## config.mk

```make
export PLATFORM = sky130hd
export DESIGN_NAME = ppdc_power_down
export DESIGN_NICKNAME = d
export VERILOG_FILES = /design/src/rtl/ppdc_power_down.v
export VERILOG_INCLUDE_DIRS = /design/src /design/src/rtl
export SDC_FILE = /design/constraint.sdc
export NUM_CORES = 1
export LEC_CHECK = 0
export BUFFER_PORTS_ARGS = -buffer_cell sky130_fd_sc_hd__buf_2
export CORE_ASPECT_RATIO = 0.9
export CORE_MARGIN = 2
export CORE_UTILIZATION = 53
export CTS_CLUSTER_SIZE = 28
export DETAILED_ROUTE_END_ITERATION = 8
export PLACE_DENSITY = 0.94
export SYNTH_ARGS = -nofsm -noshare
export SYNTH_HDL_FRONTEND = slang
export SYNTH_SLANG_ARGS = --single-unit
export TNS_END_PERCENT = 30
```

## constraint.sdc

```tcl
create_clock -name i_clk -period 4.4 [get_ports i_clk]
set_clock_uncertainty 0.05 [all_clocks]
set_input_delay 0.88 -clock i_clk [delete_from_list [all_inputs] [get_ports i_clk]]
set_output_delay 0.88 -clock i_clk [all_outputs]
set_load 0.02 [all_outputs]
```

## src/rtl/ppdc_consts.vh

```
`ifndef PPDC_CONSTS_VH
`define PPDC_CONSTS_VH
`define PPDC_CLK_MHZ        40
`define PPDC_RECOVER_US     1
// Recovery count is 1 us of 40 MHz clock cycles, sized to the counter.
`define PPDC_RECOVER_CYC    6'h28
`define PPDC_CNT_W          6
`define PPDC_CNT_ONE        6'h01
`define PPDC_CNT_ZERO       6'h00
`define PPDC_ST_RUN         2'h0
`define PPDC_ST_DOWN        2'h1
`define PPDC_ST_RECOVER     2'h2
`endif

```

## src/rtl/ppdc_power_down.v

```verilog
`timescale 1ns/100ps
`include "ppdc_consts.vh"

module ppdc_power_down #(
    parameter DATA_W = 8
) (
    input  wire              i_clk,
    input  wire              i_srst,
    input  wire              i_pd_en_a,
    input  wire              i_pd_en_b,
    input  wire              i_power_down_pin_a,
    input  wire              i_power_down_pin_b,
    input  wire [DATA_W-1:0] i_pin_in,
    input  wire [DATA_W-1:0] i_out_data,
    input  wire [DATA_W-1:0] i_out_oe,
    output reg  [DATA_W-1:0] o_pin_in_held,
    output reg  [DATA_W-1:0] o_pin_out,
    output reg  [DATA_W-1:0] o_pin_oe,
    output reg               o_gp_a,
    output reg               o_gp_b,
    output reg               o_logic_run,
    output reg               o_power_down,
    output reg               o_valid
);

    localparam [1:0]             ST_RUN      = `PPDC_ST_RUN;
    localparam [1:0]             ST_DOWN     = `PPDC_ST_DOWN;
    localparam [1:0]             ST_RECOVER  = `PPDC_ST_RECOVER;
    localparam [`PPDC_CNT_W-1:0] RECOVER_CYC = `PPDC_RECOVER_CYC;
    localparam [`PPDC_CNT_W-1:0] CNT_ONE     = `PPDC_CNT_ONE;
    localparam [`PPDC_CNT_W-1:0] CNT_ZERO    = `PPDC_CNT_ZERO;
    localparam [DATA_W-1:0]      WORD_ZERO   = {DATA_W{1'h0}};

    reg  [1:0]             state_r;
    reg  [1:0]             state_nxt;
    reg  [`PPDC_CNT_W-1:0] cnt_r;
    reg  [`PPDC_CNT_W-1:0] cnt_nxt;
    wire                   req_a;
    wire                   req_b;
    wire                   pd_req;
    wire                   frozen;
    wire                   run_nxt;
    wire                   down_nxt;
    wire                   gp_a_nxt;
    wire                   gp_b_nxt;
    wire [DATA_W-1:0]      pin_in_nxt;
    wire [DATA_W-1:0]      pin_out_nxt;
    wire [DATA_W-1:0]      pin_oe_nxt;

    // A pin asks for power-down only while its feature is selected.
    // An unselected pin is an ordinary input and means nothing to the sequencer.
    function pin_request;
        input en;
        input level;
        begin
            pin_request = en & level;
        end
    endfunction

    // A selected pin is cut from the array, so its general path reads low.
    function gp_path;
        input en;
        input level;
        begin
            gp_path = en ? 1'h0 : level;
        end
    endfunction

    // The array may step only when the next state runs and no pin asks to stop.
    function run_after;
        input [1:0] st;
        input       req;
        begin
            run_after = (st == ST_RUN) & ~req;
        end
    endfunction

    // A frozen word keeps its last value; a running one follows its source.
    // One helper for the input, output and enable words keeps them all frozen on exactly the same edge.
    function [DATA_W-1:0] hold_word;
        input              hold;
        input [DATA_W-1:0] kept;
        input [DATA_W-1:0] fresh;
        begin
            hold_word = hold ? kept : fresh;
        end
    endfunction

    assign req_a    = pin_request(i_pd_en_a, i_power_down_pin_a);
    assign req_b    = pin_request(i_pd_en_b, i_power_down_pin_b);
    assign pd_req   = req_a | req_b;
    assign gp_a_nxt = gp_path(i_pd_en_a, i_power_down_pin_a);
    assign gp_b_nxt = gp_path(i_pd_en_b, i_power_down_pin_b);

    always @* begin
        state_nxt = state_r;
        cnt_nxt   = cnt_r;
        case (state_r)
            ST_RUN: begin
                if (pd_req) begin
                    state_nxt = ST_DOWN;
                end
            end
            ST_DOWN: begin
                if (!pd_req) begin
                    state_nxt = ST_RECOVER;
                    cnt_nxt   = RECOVER_CYC - CNT_ONE;
                end
            end
            ST_RECOVER: begin
                // A new request aborts recovery; the count restarts on the next release.
                if (pd_req) begin
                    state_nxt = ST_DOWN;
                end else if (cnt_r == CNT_ZERO) begin
                    state_nxt = ST_RUN;
                end else begin
                    cnt_nxt = cnt_r - CNT_ONE;
                end
            end
            default: begin
                state_nxt = ST_RUN;
                cnt_nxt   = CNT_ZERO;
            end
        endcase
    end

    // Recovery counts as frozen too: pins are trusted again only once it ends,
    // which costs at least 1 us of latency but never shows a half-woken value.
    assign frozen      = pd_req | (state_r != ST_RUN);
    assign run_nxt     = run_after(state_nxt, pd_req);
    assign down_nxt    = pd_req | (state_nxt == ST_DOWN);
    assign pin_in_nxt  = hold_word(frozen, o_pin_in_held, i_pin_in);
    assign pin_out_nxt = hold_word(frozen, o_pin_out, i_out_data);
    assign pin_oe_nxt  = hold_word(frozen, o_pin_oe, i_out_oe);

    always @(posedge i_clk) begin
        if (i_srst) begin
            state_r <= ST_RUN;
        end else begin
            state_r <= state_nxt;
        end
    end

    // The counter is loaded on release and read only during recovery.
    always @(posedge i_clk) begin
        if (i_srst) begin
            cnt_r <= CNT_ZERO;
        end else begin
            cnt_r <= cnt_nxt;
        end
    end

    always @(posedge i_clk) begin
        if (i_srst) begin
            o_power_down <= 1'h0;
        end else begin
            o_power_down <= down_nxt;
        end
    end

    always @(posedge i_clk) begin
        if (i_srst) begin
            o_valid <= 1'h1;
        end else begin
            o_valid <= run_nxt;
        end
    end

    // Nothing is cleared on release: the array resumes from what it held.
    always @(posedge i_clk) begin
        if (i_srst) begin
            o_logic_run <= 1'h1;
        end else begin
            o_logic_run <= run_nxt;
        end
    end

    // The held input copy is the hold latch: while frozen the array sees the last
    // level taken, so a floating or changing pin cannot disturb internal state.
    always @(posedge i_clk) begin
        if (i_srst) begin
            o_pin_in_held <= WORD_ZERO;
        end else begin
            o_pin_in_held <= pin_in_nxt;
        end
    end

    // Buried macrocell logic keeps its output path even when its pin is selected
    // for power-down; only the pin's input path is taken away.
    always @(posedge i_clk) begin
        if (i_srst) begin
            o_pin_out <= WORD_ZERO;
        end else begin
            o_pin_out <= pin_out_nxt;
        end
    end

    // A held enable of zero keeps a high-impedance output off for the whole period.
    always @(posedge i_clk) begin
        if (i_srst) begin
            o_pin_oe <= WORD_ZERO;
        end else begin
            o_pin_oe <= pin_oe_nxt;
        end
    end

    // The general input paths freeze with everything else.
    always @(posedge i_clk) begin
        if (i_srst) begin
            o_gp_a <= 1'h0;
        end else if (!frozen) begin
            o_gp_a <= gp_a_nxt;
        end
    end

    always @(posedge i_clk) begin
        if (i_srst) begin
            o_gp_b <= 1'h0;
        end else if (!frozen) begin
            o_gp_b <= gp_b_nxt;
        end
    end

endmodule // ppdc_power_down

```

# After elaboration in Yosys (flattened, before gate mapping)

Cells that the tools add are included.

Register bits: 36
Bits of input ports: 30
Output and inout bits: 29
Word-level logic and storage cells: 40

Add/subtract/negate cells: 1
Equal/unequal tests: 6
Multiplexer cells: 11
Bitwise operators: 8
Reduce and logical (&&, ||, !) cells: 5

Operators with widths:

| cell                | number |
|---|---|
| $mux 6              | 3 |
| $pmux 6 s3          | 1 |
| $mux 2              | 4 |
| $logic_not 6->1     | 1 |
| $ne 2x2->1 const B  | 3 |
| $pmux 2 s3          | 1 |
| $sub 6x1->6 const B | 1 |
| $eq 2x1->1 const B  | 2 |
| $logic_not 2->1     | 2 |
| $reduce_and 4->1    | 1 |
| $and 1x1->1         | 3 |
| $or 1x1->1          | 3 |
| $eq 2x2->1 const B  | 1 |
| $mux 1              | 2 |
| $not 1->1           | 2 |
| $reduce_bool 2->1   | 1 |

# Longest topological paths before layout

Depth after elaboration: 6
Depth in mapped cells: 7
Mapped depth without buffers: 6

# Worst setup path before layout

No wires, ideal clock.

Path type: input port to flip-flop
Start: in i_power_down_pin_a
End: reg o_power_down
Arrival: 1667 ps
Setup slack: 2569 ps
Stages on the path: 4
Buffers on the path: 0
Cell sequence: a22oi_4 > o21bai_2 > o211a_1 > a21o_1

Word-level cells in the longest chain between the ends: 6
Elaborated cells between the ends (all ways): 8
Classes of those cells: eq/ne (1); mux (4); bitwise (3)

RTL lines:

| element                   | line                                                                | source |
|---|---|---|
| start: declaration        | ppdc_power_down.v:11                                                | `input wire i_power_down_pin_a,` |
| $and 1x1->1 *             | ppdc_power_down.v:56                                                | `pin_request = en & level;` |
| $or 1x1->1 *              | ppdc_power_down.v:91                                                | `assign pd_req = req_a \| req_b;` |
| $mux 2 (on tied branches) | ppdc_power_down.v:112, ppdc_power_down.v:100, ppdc_power_down.v:105 |  |
| $pmux 2 s3                | ppdc_power_down.v:98                                                | `case (state_r)` |
| $eq 2x1->1                | ppdc_power_down.v:131                                               | `assign down_nxt = pd_req \| (state_nxt == ST_DOWN);` |
| $or 1x1->1 *              | ppdc_power_down.v:131                                               |  |
| end signal: assignment    | ppdc_power_down.v:157                                               | `o_power_down <= down_nxt;` |
| end: declaration          | ppdc_power_down.v:22                                                | `output reg o_power_down,` |

Every way passes the cells marked *; elsewhere a longest branch is shown, timed or not.
A chain may end at the register's enable or synchronous reset.

# Final worst setup path

Start: in i_power_down_pin_a
End: reg o_pin_out[2]

Word-level cells in the longest chain between the ends: 3

RTL lines:

| element                | line                  | source |
|---|---|---|
| $and 1x1->1            | ppdc_power_down.v:56  |  |
| $or 1x1->1             | ppdc_power_down.v:91  |  |
| $or 1x1->1             | ppdc_power_down.v:129 | `assign frozen = pd_req \| (state_r != ST_RUN);` |
| end signal: assignment | ppdc_power_down.v:194 | `o_pin_out <= pin_out_nxt;` |
| end: declaration       | ppdc_power_down.v:17  | `output reg [DATA_W-1:0] o_pin_out,` |

No other way between the ends.

==> impl_metrics.toml <==
[flow_run]
maxCapViolations = 0

[place]
io_buffers = 58
place_area_sq_um = 1980
place.gp.congestion = 0.888
post-dp-hpwl_um = 2820

[clock_tree]
cts.sinks = 36
cts_tree = "built"
cts_max_level = 2
clock_latency_ps = 340
clk_path_buf_depth = 2
clk_pin_slew_ps = 100
hold_buffers = 0
post_cts_resized = 0
cts_setup_buffers = 0
cts_made_buffers = 5
ctsRootBufferMaster = "clkbuf_4"

[grt]
grt_max_degree = 35
first_global_vias = 1570
antenna_found_initial = 0
grt_usage = 0.225
grt_pass1_wl_um = 6500
grt_overflow = 0

[yosys]
synthTopCellsByCount = "nand2_1 (52), dfxtp_1 (36), a21oi_2 (20), a21oi_1 (12), nor2_1 (10)"
synth_top_area_share = 0.418
netlist_instances = 200
ys_warn_count = 0
synth-async-reset-ratio = 0
synth-main-ff-cell = "dfxtp_1"
synth_area_leaders = "dfxtp_1 (42%), nand2_1 (11%), a21oi_2 (10%)"
syn_nets = 236
ys_types = 39
syn-mean-instance-area_sq_um = 8.63
ys_ff_latch = 36
ys_seq_area_frac = 0.418
synth_area_sq_um = 1730
netlist.top_cell.by_area = "dfxtp_1"
yosysMostFrequentCell = "nand2_1"
synth_enable_flop_cells = 0

[finish]
fillCellCount = 275
diodes = 0
area_delta_synth_final_pct = 17.2
fin_area_sq_um = 2020
nets = 290
drive_above_1_share = 0.374

[detailed_routing]
via_per_inst = 5.36
wl_per_cell_um = 13.0
drt.antenna.violating_nets = 0
num_vias = 1586
drt_iter0_drc = 65
drt_first_pass_iters = 4
drc = 0
drt_wl_total_um = 3860

[status]
status = "finished clean"

[timing]
slew_viol_final = 0
rsz0062_at_grt = "no"
clock.fmax_ghz = 0.482
setup_viol = 0
tightest_slew_ps = 782
slew_headroom = 0.478
finalCritPeriodShare = 0.472
finalHoldViolCount = 0
period_needed_ps = 2080
setup_tns_ps = 0

[floorplan]
die_area_sq_um = 3730
start_util = 0.558
core_area_sq_um = 3090
die_h_um = 58.1
placementRows = 19
io_pins = 59
fp.dieW_um = 64.1

[pwr]
ir_worst_vdd_v = 0.000260
powerDensity_nw_per_um2 = 392
leakage_uw = 0.000902

[hold_path]
worstHoldPathType = "reg -> reg"
worstHoldStart = "o_pin_oe[2]$_SDFFE_PP0N_"

[critical_path]
crit_start = "i_power_down_pin_a"
cp_max_fo = 24
end_kind = "register"
r2r-start = "state_r[1]$_SDFF_PP0_"
crit_type = "in -> reg"
start_kind = "input port"
worstPathArrival_ps = 2230
required_ps = 4550
area by class of cell:
class	count	area, sq um	area share
clock inverter	1	5.00	0.00248
tap	42	52.6	0.0260
timing repair buffer	58	290	0.144
multi-input combinational	147	890	0.440
sequential	36	721	0.356
clock buffer	6	41.3	0.0204
inverter	6	22.5	0.0111
flip-flops by register name, indices dropped and copies added (netlist names):
name and flops:
o_gp_b 1, o_gp_a 1, cnt_r 6, o_logic_run 1, o_pin_in_held 8, o_power_down 1, o_pin_out 8, state_r 2
o_pin_oe 8
worst paths after layout:
check	end	slack [ps]	depth (start not counted)
setup / recovery	o_pin_out[2]$_SDFFE_PP0N_	2320	5
hold / removal	o_pin_oe[2]$_SDFFE_PP0N_	400	2
setup reg to reg	o_pin_out[2]$_SDFFE_PP0N_	2450	5
hold reg to reg	o_pin_oe[2]$_SDFFE_PP0N_	400	2
report_power, final:
| part | internal (uW) | switching [uW] | leakage (uW) |
|---|---|---|---|
| registers | 361 | 19.1 | 0.000296 |
| logic | 89.2 | 163 | 0.000578 |
| clock network | 58.8 | 102 | 0.0000281 |
| total | 509 | 284 | 0.000902 |
routing by layer:
metal  wire (um)  GRT usage  vias to the layer above
met5           0          0                        -
met4          95      0.106                        0
met3         235     0.0485                       14
met2        1980      0.418                       58
met1        1550      0.245                      727
li1            -          -                      787
cells in the final DEF (no fill, tap or decap), drive strengths merged, types with 2 or more instances in the layout:
| master | count |
|---|---|
| ha | 6 |
| o21ai | 6 |
| a21o | 2 |
| nand4 | 3 |
| dfxtp | 36 |
| inv | 6 |
| a31oi | 2 |
| nand3 | 2 |
| a211oi | 3 |
| nor2b | 3 |
| o21bai | 2 |
| a21oi | 32 |
| clkbuf | 6 |
| buf | 58 |
| nor3 | 5 |
| a21boi | 2 |
| nor2 | 10 |
| nand2 | 56 |
kinds of logic (layout without fill, tap and decap cells):
logic type | count (synthesis) | in the layout | synth area share
adder cells (fa/ha/maj) | 6 | 6 | 0.0435
flip-flops | 36 | 36 | 0.418
buffers and inverters | 17 | 71 | 0.0667
AO/OA/AOI/OAI | 55 | 55 | 0.242
AND/OR/NAND/NOR | 86 | 86 | 0.230
critical path, cell delays in order:
cell and delay (ps):
buf_2 130, a22oi_4 310, nand2_1 520, nand2_1 300, a21oi_2 80
through the flow:
step                      instances  setup slack [ps]  hold slack, ps   util  total power [uW]
final                           296              2320             405  0.654               793
after global placement          289              2040             394  0.639               629
after detailed placement        289              1940             396  0.639               640
after floorplan                 200              2570             421      -               589
after global routing            296              2170             439  0.654               838
after CTS                       296              2300             409  0.654               798
Power figures use the tool's default switching activity.
